<file path="src/ppl_defines.vh">
// Purpose: Constants for the parallel program loader.
// Assumes: One 250 MHz clock; all strobe pins sampled synchronously.
// Notes: Timing counts are derived from times in nanoseconds.
`ifndef PPL_DEFINES_VH
`define PPL_DEFINES_VH

// ----------------------------------------------------------------
// Strobe actions
// ----------------------------------------------------------------
`define PPL_ACT_ADDR 2'h0
`define PPL_ACT_DATA 2'h1
`define PPL_ACT_CMD 2'h2
`define PPL_ACT_IDLE 2'h3

// ----------------------------------------------------------------
// Command bytes
// ----------------------------------------------------------------
`define PPL_CMD_NOP 8'h00
`define PPL_CMD_ERASE 8'h80
`define PPL_CMD_WFUSE 8'h40
`define PPL_CMD_WLOCK 8'h20
`define PPL_CMD_WFLASH 8'h10
`define PPL_CMD_WEEP 8'h11
`define PPL_CMD_RSIG 8'h08
`define PPL_CMD_RFUSE 8'h04
`define PPL_CMD_RFLASH 8'h02
`define PPL_CMD_REEP 8'h03

// ----------------------------------------------------------------
// Address fields
// ----------------------------------------------------------------
`define PPL_FLASH_WORD_MSB 6
`define PPL_FLASH_PAGE_LSB 7
`define PPL_FLASH_ADDR_TOP 15
`define PPL_EEP_BYTE_MSB 2
`define PPL_EEP_PAGE_LSB 3
`define PPL_EEP_ADDR_TOP 11
`define PPL_PAGE_WORDS 128

// ----------------------------------------------------------------
// Timing
// ----------------------------------------------------------------
`define PPL_CLK_PERIOD_NS 4
`define PPL_ENTRY_HOLD_NS 100
`define PPL_ENTRY_HOLD_CYC ((`PPL_ENTRY_HOLD_NS + `PPL_CLK_PERIOD_NS - 1) / `PPL_CLK_PERIOD_NS)
`define PPL_ENTRY_CLK_PULSES 6
`define PPL_FIFO_DEPTH 8

`endif

</file>
<file path="src/ppl_fifo.v">
// Purpose: Small synchronous FIFO between page buffer and memory port.
// Assumes: Single clock, asynchronous active-low reset.
// Notes: Read data is taken combinationally from the head slot.
`timescale 1ns/10ps

module ppl_fifo #(
  parameter WIDTH = 24,
  parameter DEPTH = 8,
  parameter AW = 3
) (
  input wire ref_clk_i,
  input wire rstn_i,
  input wire in_valid_i,
  output wire in_ready_o,
  input wire [WIDTH-1:0] in_data_i,
  output wire out_valid_o,
  input wire out_ready_i,
  output wire [WIDTH-1:0] out_data_o
);
  reg [WIDTH-1:0] mem [0:DEPTH-1];
  reg [AW-1:0] wr_q;
  reg [AW-1:0] rd_q;
  reg [AW:0] cnt_q;
  wire push;
  wire pop;

  assign in_ready_o = (cnt_q != DEPTH[AW:0]);
  assign out_valid_o = (cnt_q != {(AW+1){1'b0}});
  assign out_data_o = mem[rd_q];
  assign push = in_valid_i && in_ready_o;
  assign pop = out_valid_o && out_ready_i;

  always @(posedge ref_clk_i) begin
    if (push) begin
      mem[wr_q] <= in_data_i;
    end
  end

  always @(posedge ref_clk_i or negedge rstn_i) begin
    if (!rstn_i) begin
      wr_q <= {AW{1'b0}};
      rd_q <= {AW{1'b0}};
      cnt_q <= {(AW+1){1'b0}};
    end else begin
      if (push) begin
        wr_q <= wr_q + 1'b1;
      end
      if (pop) begin
        rd_q <= rd_q + 1'b1;
      end
      if (push && !pop) begin
        cnt_q <= cnt_q + 1'b1;
      end else if (pop && !push) begin
        cnt_q <= cnt_q - 1'b1;
      end
    end
  end
endmodule // ppl_fifo

</file>
<file path="src/ppl_loader.v">
// Purpose: Parallel programming front end: strobes, command, address, page buffer.
// Assumes: All pins synchronous to ref_clk_i; memory port does the real writes.
// Notes: Page writes stream through a FIFO to the memory port.
`timescale 1ns/10ps
`include "ppl_defines.vh"

module ppl_loader (
  input wire ref_clk_i,
  input wire rstn_i,
  input wire hv_entry_i,
  input wire strobe_clock_in_i,
  input wire action_select_hi_i,
  input wire action_select_lo_i,
  input wire byte_select_one_i,
  input wire byte_select_two_i,
  input wire page_latch_strobe_i,
  input wire wr_n_i,
  input wire oe_n_i,
  input wire [7:0] data_i,
  output reg [7:0] data_o,
  output wire data_oe_o,
  output wire ready_flag_o,
  output wire prog_mode_o,
  input wire preserve_eeprom_fuse_i,
  output reg lock_clear_o,
  output wire mem_valid_o,
  input wire mem_ready_i,
  output wire mem_eeprom_o,
  output wire [15:0] mem_addr_o,
  output wire [15:0] mem_wdata_o,
  output reg mem_erase_o,
  output reg mem_erase_eeprom_o,
  input wire mem_erase_done_i,
  input wire [15:0] mem_rdata_i
);
  // ----------------------------------------------------------------
  // States
  // ----------------------------------------------------------------
  localparam ST_IDLE = 3'h0;
  localparam ST_PROG = 3'h1;
  localparam ST_DRAIN = 3'h2;
  localparam ST_ERASE = 3'h3;
  localparam ST_LOCK = 3'h4;
  localparam [6:0] LAST_WORD = 7'h7F;
  localparam [6:0] LAST_EEP = 7'h07;

  function is_cmd;
    input [7:0] cmd;
    input [7:0] code;
    begin
      is_cmd = (cmd == code);
    end
  endfunction

  // ----------------------------------------------------------------
  // Entry detection
  // ----------------------------------------------------------------
  wire [3:0] entry_pins;
  reg [3:0] entry_ref_q;
  reg [2:0] xpulse_q;
  reg [7:0] hold_q;
  reg hv_q;
  reg prog_q;
  reg arm_q;

  assign entry_pins = {page_latch_strobe_i, action_select_hi_i, action_select_lo_i,
                       byte_select_one_i};
  assign prog_mode_o = prog_q;

  reg sclk_q;
  reg wr_n_q;
  reg pl_q;
  wire sclk_rise;
  wire wr_fall;
  wire pl_rise;
  assign sclk_rise = strobe_clock_in_i && !sclk_q;
  assign wr_fall = !wr_n_i && wr_n_q;
  assign pl_rise = page_latch_strobe_i && !pl_q;

  always @(posedge ref_clk_i or negedge rstn_i) begin
    if (!rstn_i) begin
      sclk_q <= 1'b0;
      wr_n_q <= 1'b1;
      pl_q <= 1'b0;
    end else begin
      sclk_q <= strobe_clock_in_i;
      wr_n_q <= wr_n_i;
      pl_q <= page_latch_strobe_i;
    end
  end

  // Clock pulses are counted while high voltage is absent; the pins must
  // then stay at zero for the whole hold window after it appears.
  always @(posedge ref_clk_i or negedge rstn_i) begin
    if (!rstn_i) begin
      xpulse_q <= 3'h0;
      hold_q <= 8'h00;
      hv_q <= 1'b0;
      prog_q <= 1'b0;
      arm_q <= 1'b0;
      entry_ref_q <= 4'h0;
    end else begin
      hv_q <= hv_entry_i;
      if (!hv_entry_i) begin
        prog_q <= 1'b0;
        arm_q <= 1'b0;
        if (sclk_rise && xpulse_q != 3'h7) begin
          xpulse_q <= xpulse_q + 3'h1;
        end
      end else if (!hv_q) begin
        arm_q <= (xpulse_q >= `PPL_ENTRY_CLK_PULSES) && (entry_pins == 4'h0);
        entry_ref_q <= entry_pins;
        hold_q <= 8'h00;
        xpulse_q <= 3'h0;
      end else if (arm_q && !prog_q) begin
        if (entry_pins != entry_ref_q) begin
          arm_q <= 1'b0;
        end else if (hold_q == (`PPL_ENTRY_HOLD_CYC - 1)) begin
          prog_q <= 1'b1;
        end else begin
          hold_q <= hold_q + 8'h01;
        end
      end
    end
  end

  // ----------------------------------------------------------------
  // Command, address and data latches
  // ----------------------------------------------------------------
  reg [7:0] cmd_q;
  reg [7:0] addr_lo_q;
  reg [7:0] addr_hi_q;
  reg [7:0] dat_lo_q;
  reg [7:0] dat_hi_q;
  reg [2:0] st_q;
  reg [15:0] page_buf [0:`PPL_PAGE_WORDS-1];
  reg [127:0] filled_q;
  reg [6:0] scan_q;
  wire [15:0] addr;
  wire wr_flash;
  wire wr_eep;
  wire busy;

  assign addr = {addr_hi_q, addr_lo_q};
  assign wr_flash = is_cmd(cmd_q, `PPL_CMD_WFLASH);
  assign wr_eep = is_cmd(cmd_q, `PPL_CMD_WEEP);
  assign busy = (st_q != ST_IDLE);
  assign ready_flag_o = prog_q && !busy;

  always @(posedge ref_clk_i or negedge rstn_i) begin
    if (!rstn_i) begin
      cmd_q <= `PPL_CMD_NOP;
      addr_lo_q <= 8'h00;
      addr_hi_q <= 8'h00;
      dat_lo_q <= 8'h00;
      dat_hi_q <= 8'h00;
    end else if (prog_q && sclk_rise) begin
      // Registers keep their value between loads.
      case ({action_select_hi_i, action_select_lo_i})
        `PPL_ACT_ADDR: begin
          if (byte_select_one_i) begin
            addr_hi_q <= data_i;
          end else begin
            addr_lo_q <= data_i;
          end
        end
        `PPL_ACT_DATA: begin
          if (byte_select_one_i) begin
            dat_hi_q <= data_i;
          end else begin
            dat_lo_q <= data_i;
          end
        end
        `PPL_ACT_CMD: begin
          if (!busy) begin
            cmd_q <= data_i;
          end
        end
        default: begin
        end
      endcase
    end
  end

  wire cmd_nop_load;
  assign cmd_nop_load = prog_q && sclk_rise && !busy && action_select_hi_i &&
                        !action_select_lo_i && (data_i == `PPL_CMD_NOP);

  // Page buffer: flash uses index bits 6:0, EEPROM bits 2:0 with the
  // byte in the low half. Fill flags mark which slots will be written.
  wire [6:0] slot;
  assign slot = wr_eep ? {4'h0, addr[`PPL_EEP_BYTE_MSB:0]}
                       : addr[`PPL_FLASH_WORD_MSB:0];

  always @(posedge ref_clk_i) begin
    if (prog_q && pl_rise && (wr_flash || wr_eep) && !busy) begin
      page_buf[slot] <= {dat_hi_q, dat_lo_q};
    end
  end

  // ----------------------------------------------------------------
  // Page write and chip erase sequencer
  // ----------------------------------------------------------------
  wire fifo_in_ready;
  wire [23:0] fifo_out;
  reg [6:0] page_lo_q;
  wire [15:0] wr_addr;
  wire push;
  wire [6:0] scan_last;

  assign scan_last = wr_eep ? LAST_EEP : LAST_WORD;
  // Page number comes from address bits above the word index, which
  // includes the upper bits of the low byte.
  assign wr_addr = wr_eep ? {4'h0, addr[`PPL_EEP_ADDR_TOP:`PPL_EEP_PAGE_LSB], scan_q[2:0]}
                          : {addr[`PPL_FLASH_ADDR_TOP:`PPL_FLASH_PAGE_LSB], scan_q};
  assign push = (st_q == ST_PROG) && filled_q[scan_q];

  always @(posedge ref_clk_i or negedge rstn_i) begin
    if (!rstn_i) begin
      st_q <= ST_IDLE;
      scan_q <= 7'h00;
      filled_q <= 128'h0;
      page_lo_q <= 7'h00;
      mem_erase_o <= 1'b0;
      mem_erase_eeprom_o <= 1'b0;
      lock_clear_o <= 1'b0;
    end else begin
      lock_clear_o <= 1'b0;
      if (!prog_q || cmd_nop_load) begin
        st_q <= ST_IDLE;
        filled_q <= 128'h0;
        mem_erase_o <= 1'b0;
      end else begin
        case (st_q)
          ST_IDLE: begin
            if (pl_rise && (wr_flash || wr_eep)) begin
              filled_q[slot] <= 1'b1;
            end
            if (wr_fall && is_cmd(cmd_q, `PPL_CMD_ERASE)) begin
              st_q <= ST_ERASE;
              mem_erase_o <= 1'b1;
              mem_erase_eeprom_o <= !preserve_eeprom_fuse_i;
            end else if (wr_fall && !byte_select_one_i && (wr_flash || wr_eep)) begin
              st_q <= ST_PROG;
              scan_q <= 7'h00;
            end
          end
          ST_PROG: begin
            if (!push || fifo_in_ready) begin
              filled_q[scan_q] <= 1'b0;
              if (scan_q == scan_last) begin
                st_q <= ST_DRAIN;
              end else begin
                scan_q <= scan_q + 7'h01;
              end
            end
          end
          ST_DRAIN: begin
            if (!mem_valid_o) begin
              st_q <= ST_IDLE;
            end
          end
          ST_ERASE: begin
            mem_erase_o <= 1'b0;
            if (mem_erase_done_i) begin
              st_q <= ST_LOCK;
            end
          end
          ST_LOCK: begin
            lock_clear_o <= 1'b1;
            st_q <= ST_IDLE;
          end
          default: begin
            st_q <= ST_IDLE;
          end
        endcase
      end
    end
  end

  // Only loaded slots are queued, so unlatched words are left untouched.
  ppl_fifo #(
    .WIDTH(24),
    .DEPTH(`PPL_FIFO_DEPTH),
    .AW(3)
  ) u_fifo (
    .ref_clk_i(ref_clk_i),
    .rstn_i(rstn_i),
    .in_valid_i(push),
    .in_ready_o(fifo_in_ready),
    .in_data_i({wr_eep, wr_addr[6:0], page_buf[scan_q]}),
    .out_valid_o(mem_valid_o),
    .out_ready_i(mem_ready_i),
    .out_data_o(fifo_out)
  );

  // Page number is constant during a write, so only the low bits travel.
  assign mem_eeprom_o = fifo_out[23];
  assign mem_addr_o = wr_eep ? {4'h0, addr[`PPL_EEP_ADDR_TOP:`PPL_EEP_PAGE_LSB], fifo_out[18:16]}
                             : {addr[`PPL_FLASH_ADDR_TOP:`PPL_FLASH_PAGE_LSB], fifo_out[22:16]};
  assign mem_wdata_o = fifo_out[15:0];

  // ----------------------------------------------------------------
  // Read data bus
  // ----------------------------------------------------------------
  assign data_oe_o = prog_q && !oe_n_i;

  always @(posedge ref_clk_i or negedge rstn_i) begin
    if (!rstn_i) begin
      data_o <= 8'h00;
    end else if (is_cmd(cmd_q, `PPL_CMD_RFLASH) || is_cmd(cmd_q, `PPL_CMD_REEP) ||
                 is_cmd(cmd_q, `PPL_CMD_RSIG) || is_cmd(cmd_q, `PPL_CMD_RFUSE)) begin
      data_o <= byte_select_one_i ? mem_rdata_i[15:8] : mem_rdata_i[7:0];
    end else begin
      data_o <= 8'h00;
    end
  end
endmodule // ppl_loader

</file>
<file path="config.mk">
export PLATFORM = sky130hd
export DESIGN_NAME = ppl_loader
export DESIGN_NICKNAME = d
export VERILOG_FILES = /design/src/ppl_fifo.v /design/src/ppl_loader.v
export VERILOG_INCLUDE_DIRS = /design/src
export SDC_FILE = /design/constraint.sdc
export NUM_CORES = 2
export LEC_CHECK = 0
export BUFFER_PORTS_ARGS = -buffer_cell sky130_fd_sc_hd__buf_4
export CAP_MARGIN = 5
export CORE_MARGIN = 4
export CORE_UTILIZATION = 40
export CTS_BUF_LIST = sky130_fd_sc_hd__clkbuf_16
export DETAILED_ROUTE_END_ITERATION = 7
export MAX_ROUTING_LAYER = met4
export SETUP_SLACK_MARGIN = 0.02
export SLEW_MARGIN = 10
export SYNTH_ARGS = -nofsm -noshare
export SYNTH_HDL_FRONTEND = slang
export SYNTH_SLANG_ARGS = --single-unit
</file>
<file path="constraint.sdc">
create_clock -name ref_clk_i -period 6.6 [get_ports ref_clk_i]
set_clock_uncertainty 0.05 [all_clocks]
set_input_delay 1.98 -clock ref_clk_i [delete_from_list [all_inputs] [get_ports ref_clk_i]]
set_output_delay 1.98 -clock ref_clk_i [all_outputs]
set_load 0.01 [all_outputs]
</file>
==> metrics.txt <==
gr ovfl total=0; sequential fraction of the synthesis area=77.0%; Initial Utilization=40.2%; final-report setup violation count=0; Detailed Routing Iterations Pass 1=6; Worst Path Max Fanout=22; critical path's largest stage delay=840 ps; RSZ-0062 raised after global routing=false; Post-Syn Nets=5566; clock power share=44.0%; hold path startpoint=addr_hi_q[4]; largest net degree at the start of global routing=112; final worst path period share=84.7%; Die Wd=494 um; Post-synth EDFFs=2240; R2R cell count=8; port buffer count=84; Post-synth top flop=edfxtp_1; CTS tree=done; FFs w/ async S/R, synth=8.94%; Die Ht=494 um; critical path required time=4570 ps; final hold viol count=0; flop2flop setup slack=1300 ps; antenna viol nets, final=0; cts repair resizes=0; detailed-route vias per instance=6.23; vias in the first global route=53468; io pins=86; first-pass GRT wire length=407000 um; synth warn=0; Max VDD drop=0.000299 V; crit-path cells=nor4b_1 -> nand3_1 -> inv_1 -> nand2_1 -> o21ai_0 -> buf_4; Die ar.=244000 um2; Post-DP HPWL=167000 um; Critical-path top delay cell=inv_1; Sum Neg Setup Slack=0 ps; DR vias=56600; highest clock rate=179 MHz; power share of the combinational group=0.3%; Initial DRC Count=7733; Hold-fix buffers, CTS=0; Sw Share=19.9%; postcts setup bufs=0; Syn Area/Cell=17.1 um2; Slew Limit Fails=0; Clock transition at path regs=50 ps; Crit. End Element=output port; sequential power share=55.7%; All-Layer GR Usage=23.7%; Slew headroom=15.5%; Internal Power=24.1 mW; type of the most critical hold path=flop to flop; Final GP Congestion=0.870; RR Startpoint=scan_q[2]; Mapped Area=94500 um2; cell count after synthesis=5517; core region area=235000 um2; max_cap viols=0; Pwr Density=279 nW/um2; critical path class=flop to output port; Leakage Power=39.8 nW; hold path cells=1; CTS Buffer Depth=3; Final #Nets=5778; Clock Sinks=2460; sw power=5.98 mW; CTS Buf Count=239; final core utilization=45.8%; WL final=289000 um; run status=completed; H-tree lvl count=4; Hold Path End=addr_hi_q[4]; Final min period=5590 ps; Worst Setup Start Kind=flop; DRC viols=0; layout cells sized above 1=16.2%; Critical Path AT=3560 ps; later-pin clock latency in the skew report=890 ps; area grow syn2layout=14.1%; R2R Path End=u_fifo.mem[1][14]; antenna violations before repair=13; num rows=178; root buffer cell=clkbuf_16; actual slew at the worst max-slew pin=1260 ps; flops & latches, synth=2460; DR WL/cell=31.7 um; synth unique cells=82
cell usage in the layout (no fill, tap or decap), types with 107 or more instances in the layout:
| master | instances |
|---|---|
| a221oi_1 | 132 |
| a21oi_1 | 166 |
| o221a_1 | 128 |
| edfxtp_1 | 2240 |
| clkbuf_16 | 242 |
| nand2b_1 | 135 |
| a22o_1 | 133 |
| dfrtp_1 | 196 |
| a22oi_1 | 755 |
| o21ai_0 | 160 |
| buf_4 | 352 |
| nor2_1 | 120 |
| a31oi_1 | 107 |
routing by layer:
layer | up-vias | GRT usage [%] | part of all wire, %
met5 | - | - | 0
met4 | 0 | 7.68 | 3.6
met3 | 515 | 4.38 | 9.8
met2 | 3250 | 35.6 | 46
met1 | 29430 | 32.8 | 40
li1 | 23405 | - | -
flip-flops by register name, indices dropped and copies added (netlist names), 3 cells and up:
name,count
u_fifo.rd_q,3
filled_q,128
u_fifo.mem,192
data_o,8
addr_lo_q,8
page_buf,2048
u_fifo.cnt_q,4
entry_ref_q,4
dat_lo_q,8
hold_q,8
xpulse_q,3
u_fifo.wr_q,3
dat_hi_q,8
st_q,3
cmd_q,8
scan_q,7
addr_hi_q,8
synth_stat cells, types with 128 or more instances:
cell type,count,area share (%)
edfxtp_1,2240,71
a22oi_1,755,6.0
dfrtp_1,219,5.8
nor2_1,178,0.71
a21oi_1,167,0.88
clkbuf_1,163,0.65
o21ai_0,160,0.85
buf_2,156,0.83
nand2b_1,135,0.89
a22o_1,133,1.2
a221oi_1,132,1.2
o221a_1,128,1.5
per-stage QoR:
stage	instances	hold slack, ps	area (um2)	setup slack [ps]	power [mW]
after floorplan	5517	405	94500	1460	17.1
after global placement	8638	429	100000	1500	17.2
after detailed placement	8638	437	100000	1470	17.2
after CTS	9078	448	108000	907	30.3
after global routing	9086	472	108000	786	30.9
final	9089	446	108000	1010	30.1
worst max path at each step:
stage                        to  cells after the start  slack (ps)       from
2_1_floorplan  u_fifo.mem[2][0]                     11        1460  scan_q[1]
3_3_place_gp       filled_q[12]                      7        1500  data_i[5]
3_5_place_dp       filled_q[87]                      7        1470  data_i[5]
4_1_cts           mem_addr_o[6]                      6         910   cmd_q[5]
5_1_grt           mem_addr_o[5]                      6         790   cmd_q[5]
6_report          mem_addr_o[6]                      6        1010   cmd_q[5]
power groups by stage:
stage	combinational (mW)	sequential, mW	clock, mW
final	0.0942	16.8	13.2
after global routing	0.107	16.8	14.1
after CTS	0.0979	16.8	13.4
after detailed placement	0.0973	17.1	0
after global placement	0.0961	17.1	0
after floorplan	0.0283	17.1	0
cell families (layout without fill, tap and decap cells):
logic type	Yosys count	after routing	synth area share, %
flops	2460	2460	77.0
xor+xnor	19	19	0.176
fa+ha+maj	11	11	0.154
compound gates	1736	1736	13.9
simple gates	654	654	3.65
other cells	0	11	0
mux	220	220	3.20
buf+inv	417	828	1.95
worst max-delay path, delay by kind of cell (launching register included):
| family | cells | cell delay (ps) |
|---|---|---|
| AO/OA/AOI/OAI | 1 | 170 |
| buffers and inverters | 2 | 1020 |
| AND/OR/NAND/NOR | 3 | 1130 |
| flip-flops | 1 | 390 |
cell type report:
| type | instances | area, um2 |
|---|---|---|
| Tap cell | 3150 | 3940 |
| Sequential cell | 2460 | 72800 |
| Inverter | 11 | 41.3 |
| Antenna cell | 11 | 27.5 |
| Clock buffer | 242 | 6060 |
| Fill cell | 20046 | 127000 |
| Timing Repair Buffer | 377 | 3140 |
| Multi-Input combinational cell | 2640 | 20200 |
| Clock inverter | 198 | 1590 |
Note: power is estimated with default switching activity, not from simulation.
